--- config.mk ---
export PLATFORM = sky130hd
export DESIGN_NAME = adc_source_reference_select
export DESIGN_NICKNAME = d
export VERILOG_FILES = /design/src/design/adc_ctrl_pkg.sv /design/src/design/adc_source_reference_select.sv /design/src/design/conv_clock_divider.sv
export SDC_FILE = /design/constraint.sdc
export NUM_CORES = 1
export LEC_CHECK = 0
export BUFFER_PORTS_ARGS = -buffer_cell sky130_fd_sc_hd__buf_2
export CAP_MARGIN = 15
export CELL_PAD_IN_SITES_DETAIL_PLACEMENT = 0
export CELL_PAD_IN_SITES_GLOBAL_PLACEMENT = 1
export CORE_UTILIZATION = 45
export CTS_BUF_LIST = sky130_fd_sc_hd__clkbuf_4
export DETAILED_ROUTE_END_ITERATION = 6
export GPL_TIMING_DRIVEN = 0
export PLACE_DENSITY = 0.82
export SKIP_LAST_GASP = 1
export SLEW_MARGIN = 20
export SYNTH_ARGS = -nofsm -noshare
export SYNTH_HDL_FRONTEND = slang
export SYNTH_HIERARCHICAL = 1
export SYNTH_SLANG_ARGS = --single-unit
--- constraint.sdc ---
create_clock -name mclk_in -period 2.93 [get_ports mclk_in]
set_clock_uncertainty 0.1 [all_clocks]
set_input_delay 0.4395 -clock mclk_in [delete_from_list [all_inputs] [get_ports mclk_in]]
set_output_delay 0.4395 -clock mclk_in [all_outputs]
set_load 0.05 [all_outputs]
--- src/design/adc_ctrl_pkg.sv ---
package adc_ctrl_pkg;
   // Register offsets on the control port
   localparam logic [1:0] ADC_INPUT_AND_CLOCK_SELECT_OFS = 2'h0;
   localparam logic [1:0] ADC_REFERENCE_AND_AMP_CONTROL_OFS = 2'h1;
   localparam logic [1:0] BANDGAP_CONTROL_OFS = 2'h2;
   // Field positions
   localparam int SRC_LSB = 4;
   localparam int AMP_EN_BIT = 7;
   localparam int AMP_IN_BIT = 4;
   localparam int REF_LSB = 2;
   localparam int BG_EN_BIT = 0;
   // Implemented bit masks and reset values
   localparam logic [7:0] SEL_MASK = 8'hf7;
   localparam logic [7:0] REFCTL_MASK = 8'h9f;
   localparam logic [7:0] BG_MASK = 8'h01;
   localparam logic [7:0] REG_RESET = 8'h00;

   // Converter input routing
   typedef enum logic [2:0] {
      IN_EXTERNAL = 3'b000,
      IN_SUPPLY = 3'b001,
      IN_AMP = 3'b010,
      IN_GROUND = 3'b011
   } input_route_t;

   typedef enum logic [1:0] {
      REF_SUPPLY = 2'b00,
      REF_PIN = 2'b01,
      REF_AMP = 2'b10
   } ref_route_t;

   // Analog switch controls
   typedef struct packed {
      input_route_t route;
      logic [1:0] fraction;   // 0 full, 1 half, 2 quarter
      logic ext_channel_on;
      ref_route_t ref_route;
      logic ref_pin_on;
      logic amp_enable;
      logic amp_from_bandgap;
      logic amp_ref_pin_on;
      logic [1:0] amp_gain;
      logic bandgap_enable;
   } analog_ctl_t;
endpackage : adc_ctrl_pkg

--- src/design/adc_source_reference_select.sv ---
// Chosen here: the plain strobed port and the address map.
`timescale 1ns/1ps
module adc_source_reference_select (
   // Clock and reset
   input wire logic mclk_in,
   input wire logic nrst_in,
   // Register port
   input wire logic [1:0] addr_in,
   input wire logic [7:0] wdata_in,
   input wire logic wr_in,
   input wire logic rd_in,
   output logic [7:0] rdata_out,
   // External channel select from the neighbouring register
   input wire logic [3:0] external_channel_sel_in,
   // Analog controls
   output adc_ctrl_pkg::analog_ctl_t analog_ctl_out,
   output logic [3:0] external_channel_sel_out,
   output logic conv_clk_out
);
   import adc_ctrl_pkg::*;

   logic [7:0] sel_ff;
   logic [7:0] refctl_ff;
   logic [7:0] bg_ff;
   logic [7:0] rdata_ff;
   analog_ctl_t ctl_ff;
   analog_ctl_t nxt_ctl;
   logic [3:0] chan_ff;
   logic [3:0] src;
   logic [1:0] refsel;

   // Register a byte through its implemented mask
   function automatic logic [7:0] masked(input logic [7:0] d, input logic [7:0] m);
      masked = d & m;
   endfunction : masked

   // Register writes
   always_ff @(posedge mclk_in or negedge nrst_in) begin
      if (!nrst_in) begin
         sel_ff <= REG_RESET;
         refctl_ff <= REG_RESET;
         bg_ff <= REG_RESET;
      end else if (wr_in) begin
         if (addr_in == ADC_INPUT_AND_CLOCK_SELECT_OFS) begin
            sel_ff <= masked(wdata_in, SEL_MASK);
         end else if (addr_in == ADC_REFERENCE_AND_AMP_CONTROL_OFS) begin
            refctl_ff <= masked(wdata_in, REFCTL_MASK);
         end else if (addr_in == BANDGAP_CONTROL_OFS) begin
            bg_ff <= masked(wdata_in, BG_MASK);
         end
      end
   end

   // Read data, valid the cycle after the strobe; unmapped reads zero
   always_ff @(posedge mclk_in or negedge nrst_in) begin
      if (!nrst_in) begin
         rdata_ff <= 8'h00;
      end else if (rd_in) begin
         if (addr_in == ADC_INPUT_AND_CLOCK_SELECT_OFS) begin
            rdata_ff <= sel_ff;
         end else if (addr_in == ADC_REFERENCE_AND_AMP_CONTROL_OFS) begin
            rdata_ff <= refctl_ff;
         end else if (addr_in == BANDGAP_CONTROL_OFS) begin
            rdata_ff <= bg_ff;
         end else begin
            rdata_ff <= 8'h00;
         end
      end else begin
         rdata_ff <= 8'h00;
      end
   end

   assign src = sel_ff[SRC_LSB +: 4];
   assign refsel = refctl_ff[REF_LSB +: 2];

   // Decode the analog switch settings
   always_comb begin
      nxt_ctl = '0;
      case (src)
         4'h1, 4'h2, 4'h3: begin
            nxt_ctl.route = IN_SUPPLY;
            nxt_ctl.fraction = src[1:0] - 2'h1;
         end
         4'h5, 4'h6, 4'h7: begin
            nxt_ctl.route = IN_AMP;
            nxt_ctl.fraction = src[1:0] - 2'h1;
         end
         4'h8, 4'h9, 4'ha, 4'hb: begin
            nxt_ctl.route = IN_GROUND;
         end
         default: begin
            nxt_ctl.route = IN_EXTERNAL;
            nxt_ctl.ext_channel_on = 1'b1;
         end
      endcase
      // External path only for external route
      if (nxt_ctl.route != IN_EXTERNAL) begin
         nxt_ctl.ext_channel_on = 1'b0;
      end
      case (refsel)
         2'h0: nxt_ctl.ref_route = REF_SUPPLY;
         2'h1: nxt_ctl.ref_route = REF_PIN;
         default: nxt_ctl.ref_route = REF_AMP;
      endcase
      nxt_ctl.ref_pin_on = (refsel == 2'h1);
      nxt_ctl.amp_enable = refctl_ff[AMP_EN_BIT];
      nxt_ctl.amp_from_bandgap = refctl_ff[AMP_IN_BIT];
      nxt_ctl.amp_ref_pin_on = ~refctl_ff[AMP_IN_BIT];
      nxt_ctl.amp_gain = refctl_ff[1:0];
      nxt_ctl.bandgap_enable = bg_ff[BG_EN_BIT];
   end

   // Registered analog controls
   always_ff @(posedge mclk_in or negedge nrst_in) begin
      if (!nrst_in) begin
         ctl_ff <= '0;
         chan_ff <= 4'h0;
      end else begin
         ctl_ff <= nxt_ctl;
         chan_ff <= nxt_ctl.ext_channel_on ? external_channel_sel_in : 4'h0;
      end
   end

   assign analog_ctl_out = ctl_ff;
   assign external_channel_sel_out = chan_ff;
   assign rdata_out = rdata_ff;

   conv_clock_divider u_div (
      .mclk_in(mclk_in),
      .nrst_in(nrst_in),
      .div_sel_in(sel_ff[2:0]),
      .conv_clk_out(conv_clk_out)
   );
endmodule : adc_source_reference_select

--- src/design/conv_clock_divider.sv ---
`timescale 1ns/1ps
module conv_clock_divider (
   // Clock and reset
   input wire logic mclk_in,
   input wire logic nrst_in,
   // Divide select
   input wire logic [2:0] div_sel_in,
   // Divided clock
   output logic conv_clk_out
);
   logic [6:0] cnt_ff;
   logic clk_ff;

   // Free counter; bit n toggles at sys/2^(n+1)
   always_ff @(posedge mclk_in or negedge nrst_in) begin
      if (!nrst_in) begin
         cnt_ff <= 7'h00;
      end else begin
         cnt_ff <= cnt_ff + 7'h01;
      end
   end

   // Divide by one passes clock straight; others tap counter
   always_ff @(posedge mclk_in or negedge nrst_in) begin
      if (!nrst_in) begin
         clk_ff <= 1'b0;
      end else begin
         clk_ff <= (div_sel_in == 3'h0) ? 1'b0 : cnt_ff[div_sel_in - 3'h1];
      end
   end

   assign conv_clk_out = (div_sel_in == 3'h0) ? mclk_in : clk_ff;
endmodule : conv_clock_divider

==> impl_metrics.csv, run 1 <==
group,metric,value,unit
route,first_iter_violations,79,
timing,timing.final.hold_violations,0,
timing,worst_pin_slew,0.5655,ns
timing,slew_headroom,0.6230,
cells_and_area,area.growth.synth_to_final,20.05,%
setup_path,cell_repeated_most_along_the_worst_path,"sky130_fd_sc_hd__clkbuf_4",
cells_and_area,post_route_design_area,2247,um^2
logic_synthesis,synth.ff_latch_count,47,
cells_and_area,final_core_util,0.5618,
die,design.die.area,4422,um^2
logic_synthesis,synth_warn,6,
timing,unrepaired_setup_endpoints_after_global_routing,"false",
route,dr.max_layer_used,"met4",
clock_tree,clk_pin_slew,0.13,ns
setup_path,arrival,2.18,ns
clock_tree,cts_hold_buf,0,
logic_synthesis,synth.most_common_cell,"sky130_fd_sc_hd__dfrtp_1",
setup_path,worstPathRequired,2.39,ns
logic_synthesis,syn_inst,137,
placement,port-buffer-count,44,
logic_synthesis,ys_seq_area_frac,0.6283,
clock_tree,post_cts_buffers,0,
flow_run,max_cap_violations,0,
hold_path,min_delay_worst_endpoint,"sel_ff[5]",
placement,post_place_instance_area,2155,um^2
die,horizontal_die_dimension,66.50,um
pwr,power_density,760.1,nW/um^2
outcome,status,"finished clean",
route,route.final.wire_length,3.178,mm
setup_path,worstSetupPathType,"clock port to output port",
logic_synthesis,ys.flop_type,"sky130_fd_sc_hd__dfrtp_1",
logic_synthesis,synthesized_net_count,162,
logic_synthesis,synth_commonest_cells,"sky130_fd_sc_hd__dfrtp_1 (47), sky130_fd_sc_hd__mux2_2 (13), sky130_fd_sc_hd__ha_1 (7), sky130_fd_sc_hd__inv_1 (7)",
route,wl_met3,196,um
global_routing,maximum_number_of_pins_on_one_net_before_global_route_repair,48,
hold_path,min_delay_path_depth,3,
setup_path,cpPeakStageDelay,0.26,ns
route,vias,1174,
logic_synthesis,yosysUniqueCellTypes,30,
global_routing,grt_first_pass_wirelength,5.126,mm
pwr,p_leak,1.157,nW
logic_synthesis,ys_async_rst_share,1.000,
logic_synthesis,postSynthAreaPerCell,13.66,um^2
cells_and_area,antennaDiodeCount,0,
global_routing,grt_antenna_before_repair,0,
setup_path,rr_endpoint,"u_div/clk_ff",
setup_path,reg2reg_setup_slack,1.11,ns
clock_tree,clkLatencyLatePin,0.47,ns
global_routing,grt_use_total,0.1673,
global_routing,first_global_vias,1154,
route,drt_drc_violations_left,0,
logic_synthesis,synthTopCellsByArea,"sky130_fd_sc_hd__dfrtp_1 (63%), sky130_fd_sc_hd__mux2_2 (7.8%), sky130_fd_sc_hd__ha_1 (4.7%), sky130_fd_sc_hd__mux2i_1 (3.2%), sky130_fd_sc_hd__nand3b_1 (2.0%)",
route,drt.antenna.violating_nets,0,
timing,setup_viol_count_final,0,
setup_path,worst-path-max-fanout,2,
die,initial_utilization,0.4679,
setup_path,timing.reg2reg.worst_path_depth,5,
die,top_level_ports,46,
pwr,vdd.ir_drop.worst,0.0002783,V
logic_synthesis,syn_std_cell_area,1872,um^2
logic_synthesis,netlist.top_cell.by_area,"sky130_fd_sc_hd__dfrtp_1",
die,die_y,66.50,um
route,detail_route.vias_per_cell,4.831,
logic_synthesis,netlist.area_leader.share,0.6283,
clock_tree,tritoncts,"done",
setup_path,critPathLaunchType,"clock port",
route,routedWlPerCell,13.08,um
setup_path,worstSetupEndpointType,"output port",
setup_path,cp_cell_sequence,"clkbuf_4 -> clkbuf_4 -> mux2_2 -> buf_2",
setup_path,cp_num_buf_inv,3,
route,first_pass_iters,4,
placement,detailed_place_hpwl,2.287,mm
die,placementRows,23,
logic_synthesis,synth_enable_flop_cells,0,
die,design.core.area,4000,um^2
route,total_length_of_routed_met2_wires,1.577,mm
timing,fin_tns_setup,0,ns
clock_tree,post_cts_resize_count,0,
cells_and_area,final_net_count,217,
pwr,p_total,1.708,mW
cells_and_area,fraction_of_layout_instances_using_a_drive_strength_above_1,0.3886,
placement,routabilityCongestion,0.7146,
hold_path,worst_hold_startpoint,"wdata_in[5]",
route,wl_met1,1.338,mm
setup_path,slowest_stage_cell_cp,"sky130_fd_sc_hd__mux2_2",
setup_path,critPathTopFamily,"buffers and inverters",
timing,final_max_slew_viol_count,0,
global_routing,grt.overflow.total,0,
hold_path,hold_path_class,"input pin to register",
setup_path,r2r-start,"sel_ff[0]",
## worst register-to-register path: stages, from the launching register on
cell,delay [ns]
sky130_fd_sc_hd__dfrtp_1,0.43
sky130_fd_sc_hd__inv_1,0.10
sky130_fd_sc_hd__ha_1,0.36
sky130_fd_sc_hd__mux4_2,0.54
sky130_fd_sc_hd__nand3_1,0.10
sky130_fd_sc_hd__nand4_1,0.09
## final cells by class
| cell class | count | area (um^2) |
|---|---|---|
| plain buffers | 5 | 31.28 |
| clock buffers | 10 | 72.57 |
| clock inverters | 2 | 12.51 |
| fillers | 349 | 1753 |
| inverters | 7 | 26.28 |
| multi-input cells | 78 | 638.1 |
| flip-flops and latches | 47 | 1176 |
| well taps | 50 | 62.56 |
| repair buffers | 44 | 227.7 |
## registers in the layout, indices dropped and copies added (netlist names)
name	cells
refctl_ff	6
external_channel_sel_out	4
sel_ff	7
bg_ff	1
u_div/clk_ff	1
rdata_out	8
analog_ctl_out	13
u_div/cnt_ff	7
## power breakdown
part	internal [mW]	leakage, nW	switching [mW]
sequential	0.746	0.582	0.0476
clock	0.158	0.0566	0.246
combinational	0.151	0.519	0.359
## layer usage
metal / GRT usage / vias up
met5: 0 / -
met4: 0.1223 / 0
met3: 0.06164 / 8
met2: 0.2679 / 30
met1: 0.1805 / 569
li1: - / 567
## cell families (layout without fill, tap and decap cells)
| group | after synthesis | in the layout | share of synthesized area |
|---|---|---|---|
| AOI/OAI and AO/OA | 7 | 7 | 0.02072 |
| xor gates and xnor gates | 6 | 6 | 0.02808 |
| adders and majority gates | 7 | 7 | 0.04679 |
| buffers and inverters | 12 | 68 | 0.03075 |
| DFF | 47 | 47 | 0.6283 |
| muxes | 20 | 20 | 0.1223 |
| other | 1 | 1 | 0.002003 |
| and+or+nand+nor | 37 | 37 | 0.1210 |
## through the flow
stage               instances  worst slack, ns  hold slack (ns)
finish                    243           0.2145          0.06599
global route              243           0.1884          0.03608
CTS                       242           0.2025          0.03902
detailed placement        231           0.4837           0.2845
global placement          231           0.4837           0.2748
floorplan                 137           0.5506          0.04391
## cell usage in the layout (no fill, tap or decap)
master                          synthesis  routed
sky130_fd_sc_hd__ha_1                   7       7
sky130_fd_sc_hd__nor3b_4                1       1
sky130_fd_sc_hd__nor3b_1                1       1
sky130_fd_sc_hd__nand3_1                4       4
sky130_fd_sc_hd__mux4_2                 1       1
sky130_fd_sc_hd__dfrtp_1               47      47
sky130_fd_sc_hd__nor3_2                 1       1
sky130_fd_sc_hd__buf_4                  3       4
sky130_fd_sc_hd__a22oi_1                1       1
sky130_fd_sc_hd__clkbuf_1               1       1
sky130_fd_sc_hd__clkinv_4               0       1
sky130_fd_sc_hd__nor3_1                 3       3
sky130_fd_sc_hd__xnor2_1                3       3
sky130_fd_sc_hd__a21oi_1                1       1
sky130_fd_sc_hd__nand2_1                4       4
sky130_fd_sc_hd__nand3b_1               5       5
sky130_fd_sc_hd__nor2b_1                6       6
sky130_fd_sc_hd__and2_1                 1       1
sky130_fd_sc_hd__and3_1                 2       2
sky130_fd_sc_hd__o21ai_0                4       4
sky130_fd_sc_hd__xor2_1                 3       3
sky130_fd_sc_hd__clkinv_1               0       1
sky130_fd_sc_hd__nand2b_1               1       1
sky130_fd_sc_hd__mux2i_1                6       6
sky130_fd_sc_hd__nand3b_2               1       1
sky130_fd_sc_hd__nor2_1                 6       6
sky130_fd_sc_hd__clkbuf_2               1       1
sky130_fd_sc_hd__buf_2                  0      43
sky130_fd_sc_hd__mux2_2                13      13
sky130_fd_sc_hd__nand4_1                1       1
sky130_fd_sc_hd__clkbuf_4               0       9
sky130_fd_sc_hd__o22ai_1                1       1
sky130_fd_sc_hd__conb_1                 1       1
sky130_fd_sc_hd__dlygate4sd3_1          0       1
sky130_fd_sc_hd__inv_1                  7       7
## worst max-delay path by stage
stage | from | endpoint | slack (ns) | cells past startpoint
2_1_floorplan | mclk_in | conv_clk_out | 0.55 | 1
3_3_place_gp | mclk_in | conv_clk_out | 0.48 | 2
3_5_place_dp | mclk_in | conv_clk_out | 0.48 | 2
4_1_cts | mclk_in | conv_clk_out | 0.20 | 4
5_1_grt | mclk_in | conv_clk_out | 0.19 | 4
6_report | mclk_in | conv_clk_out | 0.21 | 4
(Power assumes the default switching activity.)
==> inputs of run 2 (changes only) <==
CELL_PAD_IN_SITES_DETAIL_PLACEMENT = 1   (was 0)
CORE_UTILIZATION = 40   (was 45)
GPL_ROUTABILITY_DRIVEN = 0   (was unset)
PLACE_DENSITY = 0.74   (was 0.82)
==> impl_metrics.csv, run 2 (synthesized netlist as in run 1, its figures left out) <==
group,metric,value,unit
setup_path,worst-path-max-fanout,2,
hold_path,min_delay_worst_endpoint,"sel_ff[5]",
cells_and_area,final_net_count,217,
timing,fin_worst_hold_slack,0.08965,ns
clock_tree,post_cts_resize_count,0,
setup_path,worstPathRequired,2.39,ns
placement,post_place_instance_area,2157,um^2
route,first_pass_iters,4,
placement,place_ws,0.4837,ns
timing,worst_pin_slew,0.5771,ns
die,placementRows,24,
route,first_iter_violations,35,
global_routing,grt_antenna_before_repair,0,
cells_and_area,area.growth.synth_to_final,19.92,%
hold_path,hold_path_class,"input pin to register",
global_routing,first_global_vias,1287,
flow_run,max_cap_violations,0,
timing,slew_headroom,0.6153,
pwr,vdd.ir_drop.worst,0.0003241,V
route,vias,1216,
placement,port-buffer-count,44,
timing,timing.final.hold_violations,0,
cells_and_area,final_core_util,0.5085,
route,routedWlPerCell,15.16,um
outcome,status,"finished clean",
cells_and_area,fraction_of_layout_instances_using_a_drive_strength_above_1,0.3834,
cells_and_area,finalNonFillerCells,245,
die,design.die.area,4957,um^2
timing,setup_viol_count_final,0,
global_routing,grt_use_total,0.1732,
route,drt_drc_violations_left,0,
cells_and_area,mostFrequentLayoutCells,"sky130_fd_sc_hd__dfrtp_1 (47), sky130_fd_sc_hd__buf_2 (43), sky130_fd_sc_hd__mux2_2 (13)",
setup_path,r2r-start,"sel_ff[0]",
cells_and_area,largest_register_ff_count,13,
clock_tree,clkLatencyLatePin,0.45,ns
global_routing,grt_first_pass_wirelength,6.237,mm
die,die_y,70.41,um
pwr,p_total,1.696,mW
hold_path,min_delay_path_depth,3,
route,route.final.wire_length,3.714,mm
timing,unrepaired_setup_endpoints_after_global_routing,"false",
clock_tree,tritoncts,"done",
hold_path,worst_hold_startpoint,"wdata_in[5]",
setup_path,critPathLaunchType,"clock port",
timing,fin_tns_setup,0,ns
setup_path,worstSetupEndpointType,"output port",
pwr,power_density,755.5,nW/um^2
placement,detailed_place_hpwl,2.731,mm
cells_and_area,antennaDiodeCount,0,
placement,numPlacedInstances,233,
die,initial_utilization,0.4240,
die,design.core.area,4414,um^2
die,horizontal_die_dimension,70.41,um
route,drt.antenna.violating_nets,0,
clock_tree,post_cts_buffers,0,
route,detail_route.vias_per_cell,4.963,
global_routing,grt.overflow.total,0,
pwr,p_leak,1.150,nW
cells_and_area,mostFrequentLayoutCell,"sky130_fd_sc_hd__dfrtp_1",
clock_tree,clk_pin_slew,0.13,ns
global_routing,maximum_number_of_pins_on_one_net_before_global_route_repair,48,
setup_path,reg2reg_setup_slack,1.03,ns
setup_path,arrival,2.14,ns
cells_and_area,post_route_design_area,2245,um^2
timing,final_max_slew_viol_count,0,
setup_path,rr_endpoint,"u_div/clk_ff",
timing,final.setup.worst_slack,0.2471,ns
setup_path,worstSetupPathType,"clock port to output port",
die,top_level_ports,46,
setup_path,timing.reg2reg.worst_path_depth,5,
-- run 2: changes by cell type in the layout (fill, tap and decap cells not counted), sizes merged --
cell      change
clkbuf        -1
clkinvlp      +1
-- run 2: critical path, stage by stage --
cell                       delay, ns
sky130_fd_sc_hd__clkbuf_4       0.11
sky130_fd_sc_hd__clkbuf_4       0.11
sky130_fd_sc_hd__mux2_2         0.25
sky130_fd_sc_hd__buf_2          0.21
-- run 2: final cells by class --
class	count	area, um^2
Clock buffer	9	65.06
Timing Repair Buffer	44	227.7
Inverter	7	26.28
Sequential cell	47	1176
Multi-Input combinational cell	78	638.1
Clock inverter	3	15.01
Buffer	5	31.28
Tap cell	52	65.06
Fill cell	494	2170
-- run 2: metal layers --
layer / routed length (um) / share of wire / vias up / global-route usage
met5: 0 / 0 / - / 0
met4: 84 / 0.023 / 0 / 0.1111
met3: 218 / 0.059 / 8 / 0.05772
met2: 1852 / 0.50 / 41 / 0.2677
met1: 1559 / 0.42 / 595 / 0.2059
li1: - / - / 572 / -
-- run 2: how the worst max path moves through the flow --
stage / startpoint / end / slack, ns / depth (start not counted)
after floorplan: mclk_in / conv_clk_out / 0.55 / 1
after global placement: mclk_in / conv_clk_out / 0.48 / 2
after detailed placement: mclk_in / conv_clk_out / 0.48 / 2
after CTS: mclk_in / conv_clk_out / 0.24 / 4
after global routing: mclk_in / conv_clk_out / 0.22 / 4
final: mclk_in / conv_clk_out / 0.25 / 4
-- run 2: timing repair --
item                                   CTS  global route
hold buffers                             0             1
endpoints found under the hold margin    0            47
setup endpoints to repair                0             0
-- run 2: power by group --
group	switching, mW	internal [mW]	leakage [nW]
sequential	0.0537	0.747	0.582
clock	0.234	0.144	0.0495
combinational	0.367	0.151	0.519
